**src/pgm_pkg.sv**
```systemverilog
/*
 * Package for the program page select and data map block: data-space
 * addresses, field positions, sizes, reset values and bank select bits.
 * Assumes an 8-bit core data bus and a 12-bit program counter.
 */
package pgm_pkg;
  localparam logic [7:0]  ADDR_PAGE_SEL    = 8'hCA;
  localparam logic [7:0]  ADDR_ROM_WIN_PTR = 8'hC9;
  localparam logic [7:0]  ADDR_BANK_SEL    = 8'hCB;
  localparam logic [7:0]  ADDR_BANK_LO     = 8'h00;
  localparam logic [7:0]  ADDR_BANK_HI     = 8'h3F;
  localparam logic [7:0]  ADDR_WIN_LO      = 8'h40;
  localparam logic [7:0]  ADDR_WIN_HI      = 8'h7F;
  localparam logic [7:0]  ADDR_RAM_LO      = 8'h84;
  localparam logic [7:0]  ADDR_RAM_HI      = 8'hBF;
  localparam int          PAGE_CODE_LOW    = 0;
  localparam int          PAGE_CODE_HIGH   = 1;
  localparam int          PC_STATIC_BIT    = 11;
  localparam logic [1:0]  STATIC_PAGE      = 2'h1;
  localparam int          STACK_DEPTH      = 6;
  localparam int          PC_WIDTH         = 12;
  localparam int          WIN_BYTES        = 64;
  localparam int          DIRECT_RAM_BYTES = 60;
  localparam int          BANK_BYTES       = 64;
  localparam logic [7:0]  BANK_SEL_RESET   = 8'h00;
  localparam logic [7:0]  WIN_PTR_RESET    = 8'h00;
  localparam logic [2:0]  STACK_PTR_RESET  = 3'h0;
  // bank select codes: bit 1 chooses eeprom, bit 0 the bank
  localparam int          BANK_EE_BIT      = 1;
  localparam int          BANK_NUM_BIT     = 0;
endpackage

```
**src/pgm_page_map.sv**
```systemverilog
/*
 * Program page selection, data-space map, return stack and readout
 * protection. Assumes the core issues one data access per cycle on
 * the data port and one fetch address per cycle on the fetch port;
 * the program and eeprom arrays themselves sit outside.
 */
`timescale 1ns/1ps
module pgm_page_map
  import pgm_pkg::*;
(
  // clock and reset
  input  wire logic        sys_clk,
  input  wire logic        rst,
  // core data port
  input  wire logic        data_wr,
  input  wire logic        data_rd,
  input  wire logic [7:0]  data_addr,
  input  wire logic [7:0]  data_wdata,
  output logic      [7:0]  data_rdata,
  output logic             data_hit,
  // core fetch port
  input  wire logic [11:0] fetch_pc,
  output logic      [12:0] prog_addr,
  // rom window to program memory
  output logic      [12:0] win_prog_addr,
  input  wire logic [7:0]  win_prog_data,
  // bank memory side
  output logic             bank_sel_ee,
  output logic             bank_num,
  output logic      [5:0]  bank_offset,
  input  wire logic [7:0]  bank_rdata,
  // return stack
  input  wire logic        stack_push,
  input  wire logic        stack_pop,
  input  wire logic [11:0] stack_wdata,
  output logic      [11:0] stack_top,
  output logic             stack_full,
  output logic             stack_empty,
  // readout protection
  input  wire logic        opt_readout_protect,
  input  wire logic        erase_done,
  input  wire logic        ext_read_req,
  input  wire logic [12:0] ext_read_addr,
  output logic      [12:0] ext_prog_addr,
  output logic             ext_read_grant,
  output logic             protect_active
);
  import pgm_pkg::*;

  logic [1:0]  page_code_r;
  logic [7:0]  rom_window_pointer_r;
  logic [7:0]  bank_sel_r;
  logic [7:0]  ram_mem [0:DIRECT_RAM_BYTES-1];
  logic [11:0] stack_mem [0:STACK_DEPTH-1];
  logic [2:0]  stack_ptr_r;
  logic [2:0]  stack_ptr_nxt;
  logic        protect_r;
  logic        page_wr;
  logic        page_written_r;

  function automatic logic in_range(input logic [7:0] a, input logic [7:0] lo, input logic [7:0] hi);
    in_range = (a >= lo) && (a <= hi);
  endfunction

  function automatic logic [1:0] map_page(input logic [1:0] code, input logic pc11);
    if (pc11) begin
      map_page = STATIC_PAGE;
    end else begin
      map_page = code;
    end
  endfunction

  assign page_wr = data_wr && (data_addr == ADDR_PAGE_SEL);

  // page code: no reset, only explicit writes
  always_ff @(posedge sys_clk) begin
    if (page_wr) begin
      page_code_r <= data_wdata[PAGE_CODE_HIGH:PAGE_CODE_LOW];
    end
  end

  // first page write seen; the page map, page hold and write-after checks wait for it
  always_ff @(posedge sys_clk or posedge rst) begin
    if (rst) begin
      page_written_r <= 1'b0;
    end else if (page_wr) begin
      page_written_r <= 1'b1;
    end
  end

  // registered so the write lands after the current fetch
  always_ff @(posedge sys_clk or posedge rst) begin
    if (rst) begin
      prog_addr <= 13'h0000;
    end else begin
      prog_addr <= {map_page(page_code_r, fetch_pc[PC_STATIC_BIT]), fetch_pc[10:0]};
    end
  end

  always_ff @(posedge sys_clk or posedge rst) begin
    if (rst) begin
      rom_window_pointer_r <= WIN_PTR_RESET;
      bank_sel_r           <= BANK_SEL_RESET;
    end else if (data_wr && data_addr == ADDR_ROM_WIN_PTR) begin
      rom_window_pointer_r <= data_wdata;
    end else if (data_wr && data_addr == ADDR_BANK_SEL) begin
      bank_sel_r <= data_wdata;
    end
  end

  // direct ram, 60 bytes
  always_ff @(posedge sys_clk) begin
    if (data_wr && in_range(data_addr, ADDR_RAM_LO, ADDR_RAM_HI)) begin
      ram_mem[6'(data_addr - ADDR_RAM_LO)] <= data_wdata;
    end
  end

  assign win_prog_addr = {rom_window_pointer_r[6:0], data_addr[5:0]};
  assign bank_sel_ee   = bank_sel_r[BANK_EE_BIT];
  assign bank_num      = bank_sel_r[BANK_NUM_BIT];
  assign bank_offset   = data_addr[5:0];

  // read mux; page select and unmapped addresses read zero with no hit
  always_ff @(posedge sys_clk or posedge rst) begin
    if (rst) begin
      data_rdata <= 8'h00;
      data_hit   <= 1'b0;
    end else if (data_rd) begin
      data_hit <= 1'b1;
      if (in_range(data_addr, ADDR_BANK_LO, ADDR_BANK_HI)) begin
        data_rdata <= bank_rdata;
      end else if (in_range(data_addr, ADDR_WIN_LO, ADDR_WIN_HI)) begin
        data_rdata <= win_prog_data;
      end else if (in_range(data_addr, ADDR_RAM_LO, ADDR_RAM_HI)) begin
        data_rdata <= ram_mem[6'(data_addr - ADDR_RAM_LO)];
      end else if (data_addr == ADDR_ROM_WIN_PTR) begin
        data_rdata <= rom_window_pointer_r;
      end else if (data_addr == ADDR_BANK_SEL) begin
        data_rdata <= bank_sel_r;
      end else begin
        data_rdata <= 8'h00;
        data_hit   <= 1'b0;
      end
    end else begin
      data_hit <= 1'b0;
    end
  end

  // return stack
  always_comb begin
    stack_ptr_nxt = stack_ptr_r;
    if (stack_push && !stack_full) begin
      stack_ptr_nxt = 3'(stack_ptr_r + 3'h1);
    end else if (stack_pop && !stack_empty) begin
      stack_ptr_nxt = 3'(stack_ptr_r - 3'h1);
    end
  end

  always_ff @(posedge sys_clk or posedge rst) begin
    if (rst) begin
      stack_ptr_r <= STACK_PTR_RESET;
    end else begin
      stack_ptr_r <= stack_ptr_nxt;
    end
  end

  always_ff @(posedge sys_clk) begin
    if (stack_push && !stack_full) begin
      stack_mem[stack_ptr_r] <= stack_wdata;
    end
  end

  assign stack_full  = (stack_ptr_r == 3'(STACK_DEPTH));
  assign stack_empty = (stack_ptr_r == STACK_PTR_RESET);
  assign stack_top   = stack_empty ? 12'h000 : stack_mem[3'(stack_ptr_r - 3'h1)];

  // protection latch: set by option, cleared only by erasure or reset
  always_ff @(posedge sys_clk or posedge rst) begin
    if (rst) begin
      protect_r <= 1'b0;
    end else if (opt_readout_protect) begin
      protect_r <= 1'b1;
    end else if (erase_done) begin
      protect_r <= 1'b0;
    end
  end

  assign protect_active = protect_r || opt_readout_protect;

  always_ff @(posedge sys_clk or posedge rst) begin
    if (rst) begin
      ext_read_grant <= 1'b0;
      ext_prog_addr  <= 13'h0000;
    end else begin
      ext_read_grant <= ext_read_req && !protect_active;
      ext_prog_addr  <= protect_active ? 13'h0000 : ext_read_addr;
    end
  end

  // assertions: page select and fetch mapping
  static_page_a: assert property (@(posedge sys_clk) disable iff (rst)
    fetch_pc[PC_STATIC_BIT] |=> prog_addr[12:11] == STATIC_PAGE)
    else $error("static page not selected");
  page_map_a: assert property (@(posedge sys_clk) disable iff (rst)
    (page_written_r && !fetch_pc[PC_STATIC_BIT]) |=> prog_addr[12:11] == $past(page_code_r))
    else $error("page code mapped wrongly");
  page_write_a: assert property (@(posedge sys_clk) disable iff (rst)
    page_wr |=> page_code_r == $past(data_wdata[1:0]))
    else $error("page code not stored");
  page_unreadable_a: assert property (@(posedge sys_clk) disable iff (rst)
    (data_rd && data_addr == ADDR_PAGE_SEL) |=> !data_hit)
    else $error("page select answered a read");
  page_hold_a: assert property (@(posedge sys_clk) disable iff (rst)
    (page_written_r && !page_wr) |=> $stable(page_code_r))
    else $error("page code changed without a write");
  alias_offset_a: assert property (@(posedge sys_clk) disable iff (rst)
    1'b1 |=> prog_addr[10:0] == $past(fetch_pc[10:0]))
    else $error("fetch offset lost");
  write_after_a: assert property (@(posedge sys_clk) disable iff (rst)
    (page_written_r && page_wr && !fetch_pc[PC_STATIC_BIT]) |=> prog_addr[12:11] == $past(page_code_r))
    else $error("page write hit current fetch");

  // assertions: data map
  win_addr_a: assert property (@(posedge sys_clk) disable iff (rst)
    win_prog_addr[5:0] == data_addr[5:0])
    else $error("window offset wrong");
  win_pointer_a: assert property (@(posedge sys_clk) disable iff (rst)
    (data_wr && data_addr == ADDR_ROM_WIN_PTR) |=> win_prog_addr[12:6] == $past(data_wdata[6:0]))
    else $error("window pointer not stored");
  win_read_a: assert property (@(posedge sys_clk) disable iff (rst)
    (data_rd && in_range(data_addr, ADDR_WIN_LO, ADDR_WIN_HI)) |=> data_rdata == $past(win_prog_data))
    else $error("window read data wrong");
  ram_hit_a: assert property (@(posedge sys_clk) disable iff (rst)
    (data_rd && in_range(data_addr, ADDR_RAM_LO, ADDR_RAM_HI)) |=> data_hit)
    else $error("ram read not answered");
  read_hit_idle_a: assert property (@(posedge sys_clk) disable iff (rst)
    !data_rd |=> !data_hit)
    else $error("hit without a read");
  rdata_hold_a: assert property (@(posedge sys_clk) disable iff (rst)
    !data_rd |=> $stable(data_rdata))
    else $error("read data changed without a read");
  bank_select_a: assert property (@(posedge sys_clk) disable iff (rst)
    (data_wr && data_addr == ADDR_BANK_SEL) |=> {bank_sel_ee, bank_num} == $past(data_wdata[1:0]))
    else $error("bank select not stored");
  bank_read_a: assert property (@(posedge sys_clk) disable iff (rst)
    (data_rd && in_range(data_addr, ADDR_BANK_LO, ADDR_BANK_HI)) |=> data_rdata == $past(bank_rdata))
    else $error("bank read data wrong");

  // assertions: return stack
  stack_bound_a: assert property (@(posedge sys_clk) disable iff (rst)
    stack_ptr_r <= 3'(STACK_DEPTH))
    else $error("stack pointer out of range");
  stack_push_a: assert property (@(posedge sys_clk) disable iff (rst)
    (stack_push && !stack_full) |=> stack_top == $past(stack_wdata))
    else $error("stack push lost");
  push_pointer_a: assert property (@(posedge sys_clk) disable iff (rst)
    (stack_push && !stack_full) |=> stack_ptr_r == 3'($past(stack_ptr_r) + 3'h1))
    else $error("push did not advance pointer");
  pop_pointer_a: assert property (@(posedge sys_clk) disable iff (rst)
    (stack_pop && !stack_push && !stack_empty) |=> stack_ptr_r == 3'($past(stack_ptr_r) - 3'h1))
    else $error("pop did not retreat pointer");
  full_push_a: assert property (@(posedge sys_clk) disable iff (rst)
    (stack_push && !stack_pop && stack_full) |=> stack_full)
    else $error("push past full changed stack");
  empty_pop_a: assert property (@(posedge sys_clk) disable iff (rst)
    (stack_pop && !stack_push && stack_empty) |=> stack_empty)
    else $error("pop past empty changed stack");
  empty_top_a: assert property (@(posedge sys_clk) disable iff (rst)
    stack_empty |-> stack_top == 12'h000)
    else $error("empty stack shows an entry");

  // assertions: readout protection
  protect_block_a: assert property (@(posedge sys_clk) disable iff (rst)
    protect_active |=> !ext_read_grant)
    else $error("readout granted while protected");
  protect_addr_a: assert property (@(posedge sys_clk) disable iff (rst)
    protect_active |=> ext_prog_addr == 13'h0000)
    else $error("address passed while protected");
  protect_set_a: assert property (@(posedge sys_clk) disable iff (rst)
    opt_readout_protect |=> protect_r)
    else $error("protection not latched");
  grant_open_a: assert property (@(posedge sys_clk) disable iff (rst)
    (ext_read_req && !protect_active) |=> ext_read_grant)
    else $error("open readout not granted");
  ext_addr_pass_a: assert property (@(posedge sys_clk) disable iff (rst)
    !protect_active |=> ext_prog_addr == $past(ext_read_addr))
    else $error("open readout address lost");
  protect_hold_a: assert property (@(posedge sys_clk) disable iff (rst)
    (protect_r && !erase_done) |=> protect_r)
    else $error("protection dropped without erase");
  erase_clear_a: assert property (@(posedge sys_clk) disable iff (rst)
    (erase_done && !opt_readout_protect) |=> !protect_r)
    else $error("erase did not clear protection");
endmodule

```
**config.mk**
```make
export PLATFORM = sky130hd
export DESIGN_NAME = pgm_page_map
export DESIGN_NICKNAME = d
export VERILOG_FILES = /design/src/pgm_pkg.sv /design/src/pgm_page_map.sv
export SDC_FILE = /design/constraint.sdc
export NUM_CORES = 1
export LEC_CHECK = 0
export ABC_AREA = 1
export BUFFER_PORTS_ARGS = -buffer_cell sky130_fd_sc_hd__buf_2
export CAP_MARGIN = 20
export CORE_MARGIN = 3
export CORE_UTILIZATION = 55
export CTS_CLUSTER_SIZE = 40
export DETAILED_ROUTE_END_ITERATION = 8
export PLACE_DENSITY_LB_ADDON = 0.15
export SYNTH_ARGS = -nofsm -noshare
export SYNTH_HDL_FRONTEND = slang
export SYNTH_SLANG_ARGS = --single-unit
```
**constraint.sdc**
```tcl
create_clock -name sys_clk -period 3.7 [get_ports sys_clk]
set_clock_uncertainty 0.1 [all_clocks]
set_input_delay 0.74 -clock sys_clk [delete_from_list [all_inputs] [get_ports sys_clk]]
set_output_delay 0.74 -clock sys_clk [all_outputs]
set_load 0.02 [all_outputs]
```
==> flow_summary.json, run 1 <==
{
  "status": "completed",
  "cts_setup_buffers": 0,
  "period_minus_slack_ns": 3.50,
  "synth_ff_type": "edfxtp_1",
  "slew_violations": 0,
  "fin_nets": 2379,
  "synth.top_cell.area_share_pct": 67.8,
  "placeableCoreArea_mm2": 0.0436,
  "grt_overflow_total": 0,
  "setup_viol": 0,
  "first_iter_violations": 1966,
  "period_share_pct": 94.7,
  "cts_tree": "yes",
  "r2r_start": "stack_ptr_r[0]$_DFFE_PP0P_",
  "start_util_pct": 56.4,
  "io_buffers": 149,
  "rsz0062_at_grt": "false",
  "grt_pass1_wl_mm": 96.1,
  "cts_sinks": 610,
  "hpwlAfterDp_mm": 39.5,
  "synth_cell_types": 35,
  "grt_usage_pct": 27.1,
  "antenna_left": 0,
  "finalSetupTns_ns": 0,
  "synthCells": 2091,
  "cts_hold_buf": 0,
  "antenna_found_initial": 0,
  "crit_required_ns": 2.86,
  "vdd_drop_max_v": 0.000703,
  "worst_hold_slack_ns": 0.135,
  "ys_seq_area_share_pct": 73.5,
  "cp-end-kind": "output pin",
  "vias": 16600,
  "syn_area_per_cell_um2": 11.7,
  "worstHoldPathCells": 1,
  "io_pins": 150,
  "dieArea_mm2": 0.0472,
  "clockBufferDepth": 3,
  "max-cap-violations": 0,
  "area_growth_pct": 14.8,
  "drtPass1Iterations": 7,
  "die-width_um": 217,
  "cp-start-kind": "flip-flop",
  "synth_fp_nets": 2176,
  "leakage_nw": 10.8,
  "antenna_cells": 0,
  "worst_slew_pin_slew_ns": 0.897,
  "finalPower_mw": 16.0,
  "ctsResizeCount": 0,
  "yosysWarningCount": 0,
  "power_density_mw_per_mm2": 568,
  "max_slew_margin_pct": 40.2,
  "hold_violations": 0,
  "cts_buffers": 60,
  "synth_seq_cells": 610,
  "holdCritStartpoint": "fetch_pc[1]",
  "vias_per_cell": 5.67,
  "worst-setup-path-type": "reg -> out",
  "async_flop_share_pct": 9.18,
  "yosysMostFrequentCell": "nand2_1",
  "root_buffer": "clkbuf_16",
  "critical_path_arrival_ns": 2.66,
  "syn_area_mm2": 0.0245,
  "rows": 76,
  "routed_wl_mm": 64.1,
  "htreeDepth": 2,
  "fmax_ghz": 0.285,
  "drc_errors": 0,
  "grt_max_degree": 73,
  "insertion_delay_ns": 0.61,
  "synth_area_leaders": "edfxtp_1 (68%), nand2_1 (11%), dfrtp_1 (5.7%), nor2_1 (2.9%), nand4_1 (2.1%)",
  "path_max_fanout": 13,
  "hold_class": "in -> reg",
  "worst-r2r-cell-count": 9,
  "wl_per_cell_um": 21.9,
  "gp_congestion": 0.953,
  "yosys.area.top_type": "edfxtp_1",
  "clk_pin_slew_worst_paths_ns": 0.06,
  "drive_gt1_share_pct": 15.9,
  "critical_path.startpoint": "stack_ptr_r[1]$_DFFE_PP0P_",
  "first_global_vias": 16100,
  "die_h_um": 217,
  "synth-edff-count": 554,
  "yosys-top-cells-count": "nand2_1 (741), edfxtp_1 (554), nor2_1 (190), a21oi_1 (86), nand4_1 (84)"
}
per-stage QoR:
step / std cells / utilization [%] / setup WS, ns / instance area (µm²)
final: 2929 / 64.7 / 0.197 / 28200
after global routing: 2929 / 64.7 / 0.0308 / 28200
after floorplan: 2091 / - / 0.445 / 24500
after CTS: 2929 / 64.7 / 0.185 / 28200
after global placement: 2817 / 60.4 / 0.464 / 26300
after detailed placement: 2817 / 60.4 / 0.434 / 26300
final cells by class:
class	count	area [µm²]
Clock buffer	79	1640
Clock inverter	33	233
Fill cell	3360	15400
Inverter	81	307
Multi-Input combinational cell	1288	5580
Sequential cell	610	18000
Tap cell	585	732
Timing Repair Buffer	253	1640
cells in the final DEF (no fill, tap or decap), drive strengths merged, types with 57 or more instances in the layout:
| master | n |
|---|---|
| edfxtp | 554 |
| o21ai | 57 |
| nand4 | 84 |
| nor2 | 199 |
| clkbuf | 79 |
| a21oi | 87 |
| inv | 80 |
| nand3 | 66 |
| nand2 | 743 |
| buf | 253 |
path summary, 6_finish.rpt:
check                                             end  slack [ns]
setup / recovery                         stack_top[1]        0.20
hold / removal                 prog_addr[1]$_DFF_PP0_        0.13
setup reg to reg            stack_mem[5][3]$_DFFE_PP_        1.57
hold reg to reg               prog_addr[11]$_DFF_PP0_        0.33
max in group asynchronous  stack_ptr_r[2]$_DFFE_PP0P_        2.53
min in group asynchronous      prog_addr[1]$_DFF_PP0_        0.21
power breakdown:
group | switching, mW | leakage [nW] | internal, mW
registers | 0.0784 | 5.70 | 7.69
logic | 1.76 | 4.19 | 0.698
clock network | 2.47 | 0.923 | 3.31
routing by layer:
layer | vias up | GRT usage (%) | share of wire [%]
met5 | - | 0 | 0
met4 | 0 | 9.48 | 3.6
met3 | 155 | 5.14 | 9.0
met2 | 847 | 44.0 | 48
met1 | 8011 | 37.2 | 39
li1 | 7591 | - | -
registers in the layout, indices dropped and copies added (netlist names):
register              count
ram_mem                 480
stack_mem                72
ext_prog_addr            13
prog_addr                13
bank_sel_r                8
data_rdata                8
rom_window_pointer_r      8
stack_ptr_r               3
page_code_r               2
data_hit                  1
ext_read_grant            1
protect_r                 1
worst max-delay path, cell delays in order, from the launching register on:
cell and delay, ns:
dfrtp_1 0.49, inv_1 0.18, ha_1 0.32, inv_1 0.24
nor2_1 0.18, o21ai_0 0.12, a31oi_1 0.30, buf_2 0.23
cells by family after synthesis:
| kind of cell | Yosys count | synth area share (%) |
|---|---|---|
| AND/OR/NAND/NOR | 1104 | 18.4 |
| flip-flops | 610 | 73.5 |
| buffers and inverters | 193 | 3.88 |
| AO/OA/AOI/OAI | 173 | 3.75 |
| adder cells (fa/ha/maj) | 7 | 0.357 |
| XOR/XNOR | 4 | 0.143 |
Note: power is estimated with default switching activity, not from simulation.
==> run 2, diff against run 1 <==
--- a/config.mk
+++ b/config.mk
@@ -13,6 +13,7 @@
 export CTS_CLUSTER_SIZE = 40
 export DETAILED_ROUTE_END_ITERATION = 8
 export PLACE_DENSITY_LB_ADDON = 0.15
+export REMOVE_ABC_BUFFERS = 1
 export SYNTH_ARGS = -nofsm -noshare
 export SYNTH_HDL_FRONTEND = slang
 export SYNTH_SLANG_ARGS = --single-unit
==> flow_summary.json, run 2 (same netlist as run 1, synthesis figures left out) <==
{
  "status": "completed",
  "swShare_pct": 26.8,
  "fin_ws_ns": 0.204,
  "seq_area_mm2": 0.0180,
  "period_share_pct": 94.5,
  "cp-end-kind": "output pin",
  "layout_common_cells": "nand2_1 (741), edfxtp_1 (554), nor2_1 (190)",
  "fmax_ghz": 0.286,
  "setup_viol": 0,
  "finalSetupTns_ns": 0,
  "worst_hold_slack_ns": 0.130,
  "grt_pass1_wl_mm": 95.6,
  "insertion_delay_ns": 0.61,
  "crit_top_cell": "inv_1",
  "first_iter_violations": 1954,
  "antenna_cells": 0,
  "largestRegisters": "ram_mem x480, stack_mem x72",
  "routed_wl_mm": 64.0,
  "multiInputGateArea_mm2": 0.00558,
  "leakage_nw": 10.9,
  "grt_overflow_total": 0,
  "drtPass1Iterations": 5,
  "top_register": "ram_mem",
  "period_minus_slack_ns": 3.50,
  "vias_per_cell": 5.67,
  "hpwlAfterDp_mm": 40.3,
  "clk_pin_slew_worst_paths_ns": 0.06,
  "fillCellCount": 3382,
  "cts_setup_buffers": 0,
  "place_worst_setup_slack_ns": 0.485,
  "die-width_um": 217,
  "dpl-instance-area_mm2": 0.0264,
  "holdCritStartpoint": "fetch_pc[7]",
  "crit_required_ns": 2.86,
  "io_buffers": 149,
  "root_buffer": "clkbuf_16",
  "worst_path_max_delay_cell": "dfrtp_1",
  "drive_gt1_share_pct": 16.6,
  "critPathTopFamily": "buffers and inverters",
  "rrSetupSlack_ns": 1.74,
  "cp-start-kind": "flip-flop",
  "clkPwrFrac_pct": 36.4,
  "path_cells": "inv_1, ha_1, inv_1, nor2_1, o21ai_0, a31oi_1, buf_2",
  "post-route-util_pct": 64.9,
  "layout_commonest_cell": "nand2_1",
  "vias": 16700,
  "final_area_mm2": 0.0283,
  "clockBufferDepth": 3,
  "fin_nets": 2394,
  "seqPwrFrac_pct": 48.5,
  "whs_endpoint": "prog_addr[7]$_DFF_PP0_",
  "worst_slew_pin_slew_ns": 0.825,
  "worst-r2r-cell-count": 8,
  "reg2reg_to": "stack_mem[5][3]$_DFFE_PP_",
  "critPathMaxStageDelay_ns": 0.47,
  "r2r_start": "stack_ptr_r[0]$_DFFE_PP0P_",
  "largest_reg_flops": 480,
  "cts_tree": "yes",
  "io_pins": 150,
  "area_growth_pct": 15.2,
  "wl_per_cell_um": 21.8,
  "max-cap-violations": 0,
  "cts_hold_buf": 1,
  "htreeDepth": 2,
  "comb_power_share_pct": 15.1,
  "start_util_pct": 56.4,
  "rsz0062_at_grt": "false",
  "power_density_mw_per_mm2": 565,
  "first_global_vias": 16200,
  "dieArea_mm2": 0.0472,
  "hold_violations": 0,
  "worstHoldPathCells": 1,
  "grt_max_degree": 71,
  "rows": 76,
  "grt_usage_pct": 27.0,
  "vdd_drop_max_v": 0.000590,
  "slew_violations": 0,
  "cts_sinks": 610,
  "drc_errors": 0,
  "gp_congestion": 0.911,
  "path_max_fanout": 13,
  "critical_path_arrival_ns": 2.66,
  "switchingPower_mw": 4.28,
  "hold_class": "in -> reg",
  "cts_buffers": 59,
  "die_h_um": 217,
  "worst-setup-path-type": "reg -> out",
  "antenna_found_initial": 0,
  "antenna_left": 0,
  "placeableCoreArea_mm2": 0.0436,
  "ctsResizeCount": 0,
  "max_slew_margin_pct": 45.0,
  "p_int_mw": 11.7,
  "cp_num_buf_inv": 3
}
run 2: layer usage:
metal / global-route usage (%) / part of all wire [%] / wire [µm] / vias to the layer above
met4: 10.2 / 3.5 / 2250 / 0
li1: - / - / - / 7619
met5: 0 / 0 / 0 / -
met2: 44.5 / 49 / 31100 / 799
met1: 36.8 / 39 / 25300 / 8131
met3: 4.13 / 8.4 / 5400 / 141
run 2: worst max-delay path by stage:
stage,to,start,cells after the start,slack [ns]
5_1_grt,stack_top[5],stack_ptr_r[1]$_DFFE_PP0P_,7,0.04
3_5_place_dp,data_rdata[0]$_DFFE_PP0P_,data_addr[0],18,0.48
4_1_cts,stack_top[5],stack_ptr_r[1]$_DFFE_PP0P_,7,0.19
2_1_floorplan,stack_top[0],stack_ptr_r[0]$_DFFE_PP0P_,5,-0.50
3_3_place_gp,ram_mem[14][0]$_DFFE_PP_,data_addr[2],9,0.46
6_report,stack_top[5],stack_ptr_r[1]$_DFFE_PP0P_,7,0.20
run 2: area by class of cell:
| cell class | count | share of cell area (%) |
|---|---|---|
| clock inverters | 35 | 0.880 |
| multi-input cells | 1288 | 19.7 |
| well taps | 585 | 2.59 |
| repair buffers | 269 | 6.14 |
| flip-flops and latches | 610 | 63.8 |
| clock buffers | 74 | 5.79 |
| inverters | 81 | 1.08 |
run 2: power by group through the flow:
stage / sequential [mW] / clock, mW / combinational (mW)
4_1_cts: 7.76 / 5.90 / 2.42
3_3_place_gp: 7.90 / 0 / 2.37
3_5_place_dp: 7.90 / 0 / 2.40
6_report: 7.76 / 5.82 / 2.41
2_1_floorplan: 7.97 / 0 / 1.27
5_1_grt: 7.77 / 6.19 / 2.65
run 2: per-stage QoR:
| stage | std cells | power, mW |
|---|---|---|
| 5_1_grt | 2942 | 16.6 |
| 6_report | 2942 | 16.0 |
| 2_1_floorplan | 1979 | 9.24 |
| 3_3_place_gp | 2831 | 10.3 |
| 4_1_cts | 2942 | 16.1 |
| 3_5_place_dp | 2832 | 10.3 |
